==> config.mk <==
export PLATFORM = sky130hd
export DESIGN_NAME = fail_safe_power_control
export DESIGN_NICKNAME = d
export VERILOG_FILES = /design/src/fail_safe_power_control.v
export VERILOG_INCLUDE_DIRS = /design/src
export SDC_FILE = /design/constraint.sdc
export NUM_CORES = 1
export LEC_CHECK = 0
export BUFFER_PORTS_ARGS = -buffer_cell sky130_fd_sc_hd__clkbuf_2
export CAP_MARGIN = 5
export CORE_MARGIN = 1
export CORE_UTILIZATION = 54
export DETAILED_ROUTE_END_ITERATION = 10
export GPL_TIMING_DRIVEN = 0
export MAX_ROUTING_LAYER = met4
export PLACE_DENSITY = 0.81
export SYNTH_ARGS = -nofsm -noshare
export SYNTH_HDL_FRONTEND = slang
export SYNTH_SLANG_ARGS = --single-unit
==> constraint.sdc <==
create_clock -name I_CLK -period 2.59 [get_ports I_CLK]
set_input_delay 0.518 -clock I_CLK [delete_from_list [all_inputs] [get_ports I_CLK]]
set_output_delay 0.518 -clock I_CLK [all_outputs]
set_load 0.05 [all_outputs]
==> src/fail_safe_regs.vh <==
// Register map, field positions and timing constants of the fail-safe and power control block
//
// Summary of operation
// - Watchdog is a 15-bit up-counter counting at clock/12 or clock/192.
// - Watchdog count rate comes from a divide-by-two then divide-by-16 prescaler cascade.
// - Only the top 7 watchdog bits are loadable; lower bits are not writable.
// - Software start bit starts the watchdog; software cannot stop it, only an internal or external reset does.
// - Watchdog overflow without refresh triggers an internal reset.
// - A valid refresh copies the reload value into the top 7 counter bits.
// - Readable flag tells whether last reset came from watchdog or external pin.
// - Watchdog holds its value while in idle or power-down.
// - Main oscillator slower than RC: switch clock to RC and hold reset.
// - Main faster again: extend reset about 1 ms, then restart from address zero.
// - After power-on, reset runs on RC clock until main oscillator compares good.
// - Power-down stops both oscillators; leaving power-down restarts both.
// - After wake-up wait for main good plus 1 ms, then signal wake interrupt.
// - Low pulse on external interrupt 0 or CAN receive pin ends power-down.
// - Idle gates the CPU clock; oscillator and peripheral clocks keep running.
// - Idle ends on an enabled peripheral interrupt or a hardware reset.
// - Idle entry: write 01h then 20h to the power control register.
// - Power-down entry: write 02h then 40h; state is retained meanwhile.
// - Slow-down divides CPU and peripheral clock by 32; combines with idle.
// - Bit 10h enters slow-down; clearing it or hardware reset ends it.
`ifndef FAIL_SAFE_REGS_VH
`define FAIL_SAFE_REGS_VH
// ****************************************
// Register byte addresses
// ****************************************
`define PWR_CTRL_ADDR 8'h00
`define WDOG_CTRL_ADDR 8'h04
`define WDOG_RELOAD_ADDR 8'h08
`define STATUS_ADDR 8'h0c
// ****************************************
// Field positions
// ****************************************
`define PC_IDLE_ARM 0
`define PC_PD_ARM 1
`define PC_SLOW 4
`define PC_IDLE_SET 5
`define PC_PD_SET 6
`define WD_START 0
`define WD_ARM 1
`define WD_RUNNING 2
`define WD_CAUSE 3
`define WR_PRESC 7
`define WR_W 7
`define WDOG_W 15
`define ST_PSTATE 16
`define ST_SSTATE 18
`define ST_MAIN_GOOD 20
// ****************************************
// Dividers and timing
// ****************************************
`define CYC_DIV 6'h06
`define PRE1_DIV 6'h02
`define PRE2_DIV 6'h10
`define SLOW_DIV 6'h20
`define CMP_WIN 6'h10
`define SETTLE_MS 16'h0001
`define CLK_KHZ 16'h9c40
`define HTRANS_NONSEQ 2'b10
`endif

==> src/fail_safe_power_control.v <==
// Watchdog, oscillator supervisor and power saving control with an AHB-Lite register slave
`timescale 1ns/1ps
`include "fail_safe_regs.vh"

module fail_safe_power_control #(
  parameter [15:0] P_SETTLE_CYCLES = `SETTLE_MS * `CLK_KHZ
) (
  input wire I_CLK,
  input wire I_ARST_N,
  input wire I_HSEL,
  input wire [31:0] I_HADDR,
  input wire [1:0] I_HTRANS,
  input wire I_HWRITE,
  input wire [2:0] I_HSIZE,
  input wire [31:0] I_HWDATA,
  input wire I_HREADY,
  output reg [31:0] O_HRDATA,
  output reg O_HREADYOUT,
  output reg O_HRESP,
  input wire I_MAIN_TICK,
  input wire I_RC_TICK,
  input wire I_EXT_IRQ0_N,
  input wire I_CAN_RX_N,
  input wire I_PERIPH_IRQ,
  output reg O_SYS_RST,
  output reg O_CLK_SEL_RC,
  output reg O_OSC_EN,
  output reg O_CPU_CLK_EN,
  output reg O_PERIPH_CLK_EN,
  output reg O_WAKE_IRQ
);

  // ****************************************
  // States
  // ****************************************
  localparam [1:0] P_ACT = 2'h0;
  localparam [1:0] P_IDLE = 2'h1;
  localparam [1:0] P_PD = 2'h2;
  localparam [1:0] P_WAKE = 2'h3;
  localparam [1:0] S_FAIL = 2'h0;
  localparam [1:0] S_EXT = 2'h1;
  localparam [1:0] S_OK = 2'h2;
  localparam [15:0] SETTLE_LAST = P_SETTLE_CYCLES - 16'h0001;

  // Divider wrap test shared by all prescalers
  function last_cnt;
    input [4:0] cnt;
    input [5:0] div;
    begin
      last_cnt = ({1'b0, cnt} == (div - 6'h01));
    end
  endfunction

  // ****************************************
  // Bus slave
  // ****************************************
  reg dp_wr_q;
  reg dp_act_q;
  reg [7:0] dp_addr_q;
  wire addr_ph = I_HSEL & I_HREADY & I_HTRANS[1];
  wire wr_pc = dp_wr_q & (dp_addr_q == `PWR_CTRL_ADDR);
  wire wr_wc = dp_wr_q & (dp_addr_q == `WDOG_CTRL_ADDR);
  wire wr_wr = dp_wr_q & (dp_addr_q == `WDOG_RELOAD_ADDR);

  reg [1:0] pstate_q;
  reg [1:0] sstate_q;
  reg slow_q;
  reg idle_arm_q;
  reg pd_arm_q;
  reg wd_arm_q;
  reg wd_run_q;
  reg wd_cause_q;
  reg [`WR_W-1:0] wd_reload_q;
  reg wd_presc_q;
  reg [`WDOG_W-1:0] wd_cnt_q;
  reg main_good_q;
  reg [31:0] rdata;

  // Read mux, sampled at the address phase so data stand in the data phase
  always @* begin
    rdata = 32'h00000000;
    case (I_HADDR[7:0])
      `PWR_CTRL_ADDR: begin
        rdata[`PC_SLOW] = slow_q;
      end
      `WDOG_CTRL_ADDR: begin
        rdata[`WD_RUNNING] = wd_run_q;
        rdata[`WD_CAUSE] = wd_cause_q;
      end
      `WDOG_RELOAD_ADDR: begin
        rdata[`WR_W-1:0] = wd_reload_q;
        rdata[`WR_PRESC] = wd_presc_q;
      end
      `STATUS_ADDR: begin
        rdata[`WDOG_W-1:0] = wd_cnt_q;
        rdata[`ST_PSTATE+1:`ST_PSTATE] = pstate_q;
        rdata[`ST_SSTATE+1:`ST_SSTATE] = sstate_q;
        rdata[`ST_MAIN_GOOD] = main_good_q;
      end
      default: begin
        rdata = 32'h00000000;
      end
    endcase
  end

  // Zero wait state slave, always OKAY; unmapped reads return zero
  always @(posedge I_CLK or negedge I_ARST_N) begin
    if (!I_ARST_N) begin
      dp_wr_q <= 1'b0;
      dp_act_q <= 1'b0;
      dp_addr_q <= 8'h00;
      O_HRDATA <= 32'h00000000;
      O_HREADYOUT <= 1'b0;
      O_HRESP <= 1'b0;
    end else begin
      O_HREADYOUT <= 1'b1;
      O_HRESP <= 1'b0;
      dp_act_q <= addr_ph;
      dp_wr_q <= addr_ph & I_HWRITE;
      if (addr_ph) begin
        dp_addr_q <= I_HADDR[7:0];
        O_HRDATA <= rdata;
      end
    end
  end

  // ****************************************
  // Oscillator comparison
  // ****************************************
  reg [4:0] rc_win_q;
  reg [4:0] main_cnt_q;
  wire osc_run = (pstate_q != P_PD);
  wire win_end = I_RC_TICK & last_cnt(rc_win_q, `CMP_WIN);

  // Count main ticks over a window of RC ticks; main must outpace RC
  always @(posedge I_CLK or negedge I_ARST_N) begin
    if (!I_ARST_N) begin
      rc_win_q <= 5'h00;
      main_cnt_q <= 5'h00;
      main_good_q <= 1'b0;
    end else if (!osc_run) begin
      rc_win_q <= 5'h00;
      main_cnt_q <= 5'h00;
      main_good_q <= 1'b0;
    end else begin
      if (I_RC_TICK) begin
        rc_win_q <= win_end ? 5'h00 : rc_win_q + 5'h01;
      end
      if (win_end) begin
        main_good_q <= (main_cnt_q > `CMP_WIN);
        main_cnt_q <= 5'h00;
      end else if (I_MAIN_TICK && (main_cnt_q != 5'h1f)) begin
        main_cnt_q <= main_cnt_q + 5'h01; // Saturates so a fast crystal cannot wrap
      end
    end
  end

  // ****************************************
  // Supervisor and settle timer
  // ****************************************
  reg [15:0] settle_q;
  wire settle_done = (settle_q == SETTLE_LAST);
  wire sup_hold = (pstate_q == P_PD) || (pstate_q == P_WAKE);
  wire wake_wait = (pstate_q == P_WAKE) & main_good_q;

  // Held in S_OK during power-down and wake, where the oscillator is slow by design; settle_q counts only in S_EXT and, in S_OK, in wake
  always @(posedge I_CLK or negedge I_ARST_N) begin
    if (!I_ARST_N) begin
      sstate_q <= S_FAIL;
      settle_q <= 16'h0000;
    end else begin
      case (sstate_q)
        S_FAIL: begin
          settle_q <= 16'h0000;
          if (main_good_q) begin
            sstate_q <= S_EXT;
          end
        end
        S_EXT: begin
          if (!main_good_q) begin
            sstate_q <= S_FAIL;
            settle_q <= 16'h0000;
          end else if (settle_done) begin
            sstate_q <= S_OK;
            settle_q <= 16'h0000;
          end else begin
            settle_q <= settle_q + 16'h0001;
          end
        end
        S_OK: begin
          if (!sup_hold && !main_good_q) begin
            sstate_q <= S_FAIL;
          end else if (wake_wait) begin
            settle_q <= settle_done ? 16'h0000 : settle_q + 16'h0001;
          end else begin
            settle_q <= 16'h0000;
          end
        end
        default: begin
          sstate_q <= S_FAIL;
          settle_q <= 16'h0000;
        end
      endcase
    end
  end

  // ****************************************
  // Slow-down divider
  // ****************************************
  reg [4:0] slow_cnt_q;
  wire sys_en = !slow_q | last_cnt(slow_cnt_q, `SLOW_DIV);

  always @(posedge I_CLK or negedge I_ARST_N) begin
    if (!I_ARST_N) begin
      slow_cnt_q <= 5'h00;
    end else if (!slow_q || sys_en) begin
      slow_cnt_q <= 5'h00;
    end else begin
      slow_cnt_q <= slow_cnt_q + 5'h01;
    end
  end

  // ****************************************
  // Watchdog prescaler
  // ****************************************
  reg [2:0] cyc_q;
  reg pre1_q;
  reg [3:0] pre2_q;
  wire wd_halt = (pstate_q == P_IDLE) || (pstate_q == P_PD) || (pstate_q == P_WAKE);
  wire cyc_tick = sys_en & !wd_halt & last_cnt({2'b00, cyc_q}, `CYC_DIV);
  wire pre1_tick = cyc_tick & last_cnt({4'h0, pre1_q}, `PRE1_DIV);
  wire pre2_tick = pre1_tick & last_cnt({1'b0, pre2_q}, `PRE2_DIV);
  wire wd_tick = wd_run_q & (wd_presc_q ? pre2_tick : pre1_tick);
  wire int_rst = (sstate_q != S_OK);

  // Prescaler keeps its phase through halts so the period is not shortened
  always @(posedge I_CLK or negedge I_ARST_N) begin
    if (!I_ARST_N) begin
      cyc_q <= 3'h0;
      pre1_q <= 1'b0;
      pre2_q <= 4'h0;
    end else if (sys_en && !wd_halt) begin
      cyc_q <= cyc_tick ? 3'h0 : cyc_q + 3'h1;
      if (cyc_tick) begin
        pre1_q <= ~pre1_q;
      end
      if (pre1_tick) begin
        pre2_q <= pre2_q + 4'h1;
      end
    end
  end

  // ****************************************
  // Watchdog counter and refresh
  // ****************************************
  wire wd_ovf = wd_tick & (&wd_cnt_q);
  wire refresh = wr_wc & I_HWDATA[`WD_START] & wd_arm_q & !I_HWDATA[`WD_ARM];

  always @(posedge I_CLK or negedge I_ARST_N) begin
    if (!I_ARST_N) begin
      wd_cnt_q <= {`WDOG_W{1'b0}};
      wd_run_q <= 1'b0;
      wd_arm_q <= 1'b0;
      wd_reload_q <= {`WR_W{1'b0}};
      wd_presc_q <= 1'b0;
      wd_cause_q <= 1'b0;
    end else if (int_rst || wd_ovf) begin
      // Internal reset returns the watchdog to its power-up state, except the cause flag, which overflow sets
      wd_cnt_q <= {`WDOG_W{1'b0}};
      wd_run_q <= 1'b0;
      wd_arm_q <= 1'b0;
      wd_reload_q <= {`WR_W{1'b0}};
      wd_presc_q <= 1'b0;
      if (wd_ovf) begin
        wd_cause_q <= 1'b1;
      end
    end else begin
      if (dp_act_q) begin
        wd_arm_q <= wr_wc & I_HWDATA[`WD_ARM];
      end
      if (wr_wc && I_HWDATA[`WD_START]) begin
        wd_run_q <= 1'b1;
      end
      if (wr_wr) begin
        wd_reload_q <= I_HWDATA[`WR_W-1:0];
        wd_presc_q <= I_HWDATA[`WR_PRESC];
      end
      if (refresh) begin
        wd_cnt_q <= {wd_reload_q, {(`WDOG_W-`WR_W){1'b0}}};
      end else if (wd_tick) begin
        wd_cnt_q <= wd_cnt_q + {{(`WDOG_W-1){1'b0}}, 1'b1};
      end
    end
  end

  // ****************************************
  // Power mode control
  // ****************************************
  wire pin_wake = !I_EXT_IRQ0_N | !I_CAN_RX_N;
  wire go_idle = wr_pc & I_HWDATA[`PC_IDLE_SET] & idle_arm_q;
  wire go_pd = wr_pc & I_HWDATA[`PC_PD_SET] & pd_arm_q;

  always @(posedge I_CLK or negedge I_ARST_N) begin
    if (!I_ARST_N) begin
      pstate_q <= P_ACT;
      slow_q <= 1'b0;
      idle_arm_q <= 1'b0;
      pd_arm_q <= 1'b0;
    end else if (int_rst || wd_ovf) begin
      pstate_q <= P_ACT;
      slow_q <= 1'b0;
      idle_arm_q <= 1'b0;
      pd_arm_q <= 1'b0;
    end else begin
      if (dp_act_q) begin
        idle_arm_q <= wr_pc & I_HWDATA[`PC_IDLE_ARM] & !I_HWDATA[`PC_IDLE_SET];
        pd_arm_q <= wr_pc & I_HWDATA[`PC_PD_ARM] & !I_HWDATA[`PC_PD_SET];
      end
      if (wr_pc) begin
        slow_q <= I_HWDATA[`PC_SLOW];
      end
      case (pstate_q)
        P_ACT: begin
          if (go_pd) begin
            pstate_q <= P_PD;
          end else if (go_idle) begin
            pstate_q <= P_IDLE;
          end
        end
        P_IDLE: begin
          if (I_PERIPH_IRQ) begin
            pstate_q <= P_ACT;
          end
        end
        P_PD: begin
          if (pin_wake) begin
            pstate_q <= P_WAKE;
          end
        end
        P_WAKE: begin
          if (wake_wait && settle_done) begin
            pstate_q <= P_ACT;
          end
        end
        default: begin
          pstate_q <= P_ACT;
        end
      endcase
    end
  end

  // ****************************************
  // Registered outputs
  // ****************************************
  always @(posedge I_CLK or negedge I_ARST_N) begin
    if (!I_ARST_N) begin
      O_SYS_RST <= 1'b1;
      O_CLK_SEL_RC <= 1'b1;
      O_OSC_EN <= 1'b1;
      O_CPU_CLK_EN <= 1'b0;
      O_PERIPH_CLK_EN <= 1'b0;
      O_WAKE_IRQ <= 1'b0;
    end else begin
      O_SYS_RST <= int_rst | wd_ovf;
      O_CLK_SEL_RC <= (sstate_q == S_FAIL);
      O_OSC_EN <= osc_run;
      O_CPU_CLK_EN <= sys_en & (pstate_q == P_ACT);
      O_PERIPH_CLK_EN <= sys_en & ((pstate_q == P_ACT) || (pstate_q == P_IDLE));
      O_WAKE_IRQ <= wake_wait & settle_done;
    end
  end

endmodule // fail_safe_power_control

Word-level counts from Yosys, hierarchy flattened

Index checks and enable logic that the tools add are counted.

Shift-type cells: 0
Muxes and demuxes: 51
$lt $le $gt $ge: 1
Divide/modulo/power cells: 0
Add/subtract/negate cells: 7
Bitwise gates (word level): 33
Eq/ne operators: 29
Reduce and logical (&&, ||, !) cells: 35
Multiply operators: 0

Operators by type and width:

| kind                                                | count |
|---|---|
| two-way mux 16 bit                                  | 4 |
| two-way mux 15 bit                                  | 3 |
| two-way mux 5 bit                                   | 8 |
| case mux 16 bit (2 select lines)                    | 1 |
| AND 1 bit                                           | 29 |
| equality test 8 x 4 -> 1 bit, second input constant | 3 |
| two-way mux 7 bit                                   | 3 |
| two-way mux 2 bit                                   | 10 |
| adder 16 x 1 -> 16 bit, second input constant       | 1 |
| equality test 16 bit, second input constant         | 1 |
| equality test 8 x 3 -> 1 bit, second input constant | 2 |
| zero test 8 bit                                     | 2 |
| adder 15 x 1 -> 15 bit, second input constant       | 1 |
| adder 5 x 1 -> 5 bit, second input constant         | 3 |
| two-way mux 1 bit                                   | 15 |
| AND reduction 15 bit                                | 1 |
| != test 2 bit, second input constant                | 6 |
| case mux 2 bit (3 select lines)                     | 2 |
| zero test 1 bit                                     | 9 |
| case mux 2 bit (4 select lines)                     | 1 |
| nonzero test 2 bit                                  | 4 |
| equality test 2 bit, second input constant          | 3 |
| logical OR 1 bit                                    | 6 |
| != test 3 x 1 -> 1 bit, second input constant       | 2 |
| other kinds (25)                                    | 36 |

Latch bits: 0
Bits in registers: 110
Output and inout bits: 40
Memory bits (writable): 0
Input bits: 79
Bits in read-only memories: 0
Word-level logic and storage cells: 186
Memories: 0

Logic depth before layout (Yosys ltp)

Word-level depth: 14
Mapped depth: 10
Depth with buffers taken out: 8

Worst setup path after synthesis

Ideal clock, no wire load.

Kind: register -> register
Start point: register slow_cnt_q[0]
End point: register slow_q
Cell stages (with the launch flop): 11
Slack: 0.305 ns
Period minus slack after synthesis: 2.285 ns
Data arrival time: 2.153 ns
Library setup time: 0.132 ns
Cells stage by stage: dfrtp_1 ha_1 and3_1 ha_1 nand2b_1 and3_1 buf_2 nand2_1 o21ai_1 clkbuf_1 nor2_1

Cells in the longest elaborated chain, start to end: 11

RTL lines:

| what                                                    | RTL line                      | text |
|---|---|---|
| from (decl)                                             | fail_safe_power_control.v:210 | `reg [4:0] slow_cnt_q;` |
| from (signal assigned)                                  | fail_safe_power_control.v:219 | `slow_cnt_q <= slow_cnt_q + 5'h01;` |
| equality test 5 bit (*)                                 | fail_safe_power_control.v:50  | `last_cnt = ({1'b0, cnt} == (div - 6'h01));` |
| OR 1 bit (*)                                            | fail_safe_power_control.v:211 | `` wire sys_en = !slow_q \| last_cnt(slow_cnt_q, `SLOW_DIV); `` |
| AND 1 bit (*) (2 in a row)                              | fail_safe_power_control.v:230 | `` wire cyc_tick = sys_en & !wd_halt & last_cnt({2'b00, cyc_q}, `CYC_DIV); `` |
| AND 1 bit (*)                                           | fail_safe_power_control.v:231 | `` wire pre1_tick = cyc_tick & last_cnt({4'h0, pre1_q}, `PRE1_DIV); `` |
| AND 1 bit                                               | fail_safe_power_control.v:232 | `` wire pre2_tick = pre1_tick & last_cnt({1'b0, pre2_q}, `PRE2_DIV); `` |
| two-way mux 1 bit (*)                                   | fail_safe_power_control.v:233 | `wire wd_tick = wd_run_q & (wd_presc_q ? pre2_tick : pre1_tick);` |
| AND 1 bit (*)                                           | fail_safe_power_control.v:233 |  |
| AND 1 bit (*)                                           | fail_safe_power_control.v:256 | `wire wd_ovf = wd_tick & (&wd_cnt_q);` |
| logical OR 1 bit (*)                                    | fail_safe_power_control.v:309 | `end else if (int_rst \|\| wd_ovf) begin` |
| two-way mux 1 bit or nonzero test 2 bit (tied branches) | n/a                           |  |
| to (signal assigned)                                    | fail_safe_power_control.v:320 | `` slow_q <= I_HWDATA[`PC_SLOW]; `` |
| to (decl)                                               | fail_safe_power_control.v:67  | `reg slow_q;` |

Every way passes the cells marked *; elsewhere a longest branch is shown, timed or not.
A chain may end at the register's enable or synchronous reset.

Worst setup path after layout

Start point: register dp_addr_q[0]
End point: register wd_cnt_q[11]

Cells in the longest elaborated chain, start to end: 7

RTL lines:

| what                                       | RTL line                      | text |
|---|---|---|
| from (decl)                                | fail_safe_power_control.v:59  | `reg [7:0] dp_addr_q;` |
| from (signal assigned)                     | fail_safe_power_control.v:121 | `dp_addr_q <= I_HADDR[7:0];` |
| equality test 8 x 3 -> 1 bit (no line) (*) | n/a                           |  |
| AND 1 bit (*)                              | fail_safe_power_control.v:62  | `` wire wr_wc = dp_wr_q & (dp_addr_q == `WDOG_CTRL_ADDR); `` |
| AND 1 bit (*) (3 in a row)                 | fail_safe_power_control.v:257 | `` wire refresh = wr_wc & I_HWDATA[`WD_START] & wd_arm_q & !I_HWDATA[`WD_ARM]; `` |
| two-way mux 15 bit                         | fail_safe_power_control.v:288 | `if (refresh) begin` |
| two-way mux 15 bit                         | fail_safe_power_control.v:267 | `end else if (int_rst \|\| wd_ovf) begin` |
| to (signal assigned)                       | fail_safe_power_control.v:269 | `` wd_cnt_q <= {`WDOG_W{1'b0}}; `` |
| to (signal assigned)                       | fail_safe_power_control.v:289 | `` wd_cnt_q <= {wd_reload_q, {(`WDOG_W-`WR_W){1'b0}}}; `` |
| to (signal assigned)                       | fail_safe_power_control.v:291 | `` wd_cnt_q <= wd_cnt_q + {{(`WDOG_W-1){1'b0}}, 1'b1}; `` |
| to (decl)                                  | fail_safe_power_control.v:75  | `` reg [`WDOG_W-1:0] wd_cnt_q; `` |

Marks and branches as above.

==> metrics <==
status=finished, final reports clean; Leak=2.80 nW; Worst Path Buf+Inv=1; Layout Nets=727; Sink Count=110; Post-Syn Area=0.00535 mm2; vias=4,345; placer's final routability congestion estimate=0.889; Crit path required time=2.81 ns; drt first pass iters=4; Num CTS Buffers=9; period utilization=94.1%; largest net degree at the start of global routing=111; max-slew violations=0; WHS=0.218 ns; Avg Cell Area, Syn=9.59 um2; Worst-path clk slew=0.10 ns; synth unique cells=58; number of routed nets with antenna violations=0; max cap viols=0; final clock skew=0.0163 ns; GR peak layer=met2; unrepaired setup endpoints after global routing=false; first-pass GRT wire length=19,500 um; row cnt=35; GR Layer Usage met1=32.7%; Worst setup SP type=register; share of cells above drive strength 1=15.8%; cells after synthesis=558; synth-to-layout area growth=13.5%; r2r endpoint=wd_cnt_q[11]; final cell count without fillers=768; share of flip-flops with an asynchronous set or reset=100%; Initial Util=56.8%; crit-path max FO=10; port bufs=52; FF+latch count, synth=110; Remaining DRCs=0; Final Total Pwr=0.00358 W; synthesis warning total=0; final wirelength=11,500 um; die area=0.0103 mm2; die height=102 um; Post-synth EDFFs=0; core area=0.00942 mm2; dpl cells=751; Worst-Skew Late Latency=0.37 ns; GRT Util Overall=25.1%; Worst-Margin Slew=0.857 ns; worst relative slew slack=42.8%; reg2reg path depth=6; flop2flop setup slack=0.15 ns; crit-path cells=or4_4, nor4_2, buf_2, nor2_1, a32oi_1, o22ai_1; Area contributors post-synth=dfrtp_1, nand2_1, nor2_1; most instantiated cells after synthesis=dfrtp_1, nand2_1, nor2_1; top-count cell post-synth=dfrtp_1; drt initial violations=227; Fin. Hold Viols=0; post-synth top area cell=dfrtp_1; initial antenna violation count=0; # diodes=0; Clock Root Buffer=clkbuf_8; crit-path leading delay family=simple AND/OR/NAND/NOR gates; post-route cell area=0.00607 mm2; pre-CTS setup slack=-0.206 ns; setup ws final=0.153 ns; Crit Path Category=reg2reg; via/cell ratio=5.66; met2 GRT Util=39.6%; HPWL Detailed=8370 um; area of placed instances=0.00582 mm2; Hold Path Class=in2async; die extent in x=102 um; Top-Level Pins=119; crit end category=register; Final min period=2.44 ns; Clock Tree Buf Depth=2; wire length per cell=15.0 um; Yosys top cell area share=50.1%; Arr. time, crit path=2.66 ns; slowest CP cell=or4_4; CTS tree=yes; slowest stage delay, CP=0.60 ns; Power Density=591 mW/mm2; vias in the first global route=4,134; CTS H-tree depth=3; FMAX=0.410 GHz; Primary FF master, synth=dfrtp_1; worst vdd ir=0.436 mV; setup violators final=0; sequential area share after synthesis=51.5%; total gr overflow=0; grt met3 use=4.42%; reg-to-reg startpoint=dp_addr_q[0]
[how the worst max path moves through the flow]
| stage | startpoint | endpoint | slack (ns) | depth (start not counted) |
|---|---|---|---|---|
| after CTS | slow_cnt_q[0] | wd_reload_q[3] | 0.06 | 10 |
| after global placement | I_ARST_N | settle_q[1] | -0.45 | 1 |
| final | dp_addr_q[0] | wd_cnt_q[11] | 0.15 | 6 |
| after global routing | sstate_q[0] | settle_q[12] | 0.04 | 8 |
| after floorplan | slow_cnt_q[0] | slow_q | 0.31 | 10 |
| after detailed placement | slow_cnt_q[0] | wd_reload_q[3] | -0.21 | 10 |
[where the power goes]
part | internal (W) | switching (W)
Clock | 0.000552 | 0.000583
Sequential | 0.00183 | 0.0000958
Combinational | 0.000177 | 0.000341
[logic make-up after synthesis]
group | share of synthesized area (%)
buf+inv | 4.40
other cells | 0.140
fa+ha+maj | 3.27
simple gates | 22.6
mux | 3.63
flops | 51.5
compound gates | 11.2
xor+xnor | 3.27
[cell usage in the layout (no fill, tap or decap), drive strengths merged, types with 5 or more instances in the layout]
master and instances:
nand4 12, nand3 37, and3 12, nor2b 6, o21ai 28, conb 14, xor2 13, a221oi 5
nand2 84, a21oi 26, nor3 8, nor4 6, xnor2 7, nand2b 6, inv 18, o22ai 5
and2 7, mux2i 16, buf 19, nor2 57, clkbuf 74, ha 14, dfrtp 107, or3 5
[what timing repair did]
item / in CTS / in global routing
setup buffers: 0 / 1
pin swaps: 0 / 1
hold buffers: 0 / 0
resized for setup: 2 / 5
setup endpoints to repair: 10 / 13
[area by class of cell]
cell class                 instances  area [um2]
fill                             752        3350
sequential                       110        2760
multi-input combinational        413        2420
timing repair buffer              53         277
buffer                            30         174
tap                              129         161
clock buffer                      10         128
clock inverter                     6        92.6
inverter                          17        63.8
[metrics by stage]
stage / TNS, ns / utilization [%]
5_1_grt: 0 / 64.5
4_1_cts: 0 / 64.3
2_1_floorplan: 0 / -
3_5_place_dp: -1.88 / 61.9
6_report: 0 / 64.5
3_3_place_gp: -49.35 / 61.8
[flip-flops by register name (all words and copies together), names as in the netlist, 4 cells and up]
signal       flops
settle_q        16
O_HRDATA        20
pre2_q           4
rc_win_q         5
dp_addr_q        8
wd_reload_q      7
slow_cnt_q       5
main_cnt_q       5
wd_cnt_q        15
[layer usage]
layer	up-vias	wire length (um)
met1	2102	5240
met4	0	223
li1	2079	-
met5	-	0
met2	145	5520
met3	19	561
(Power assumes the default switching activity.)
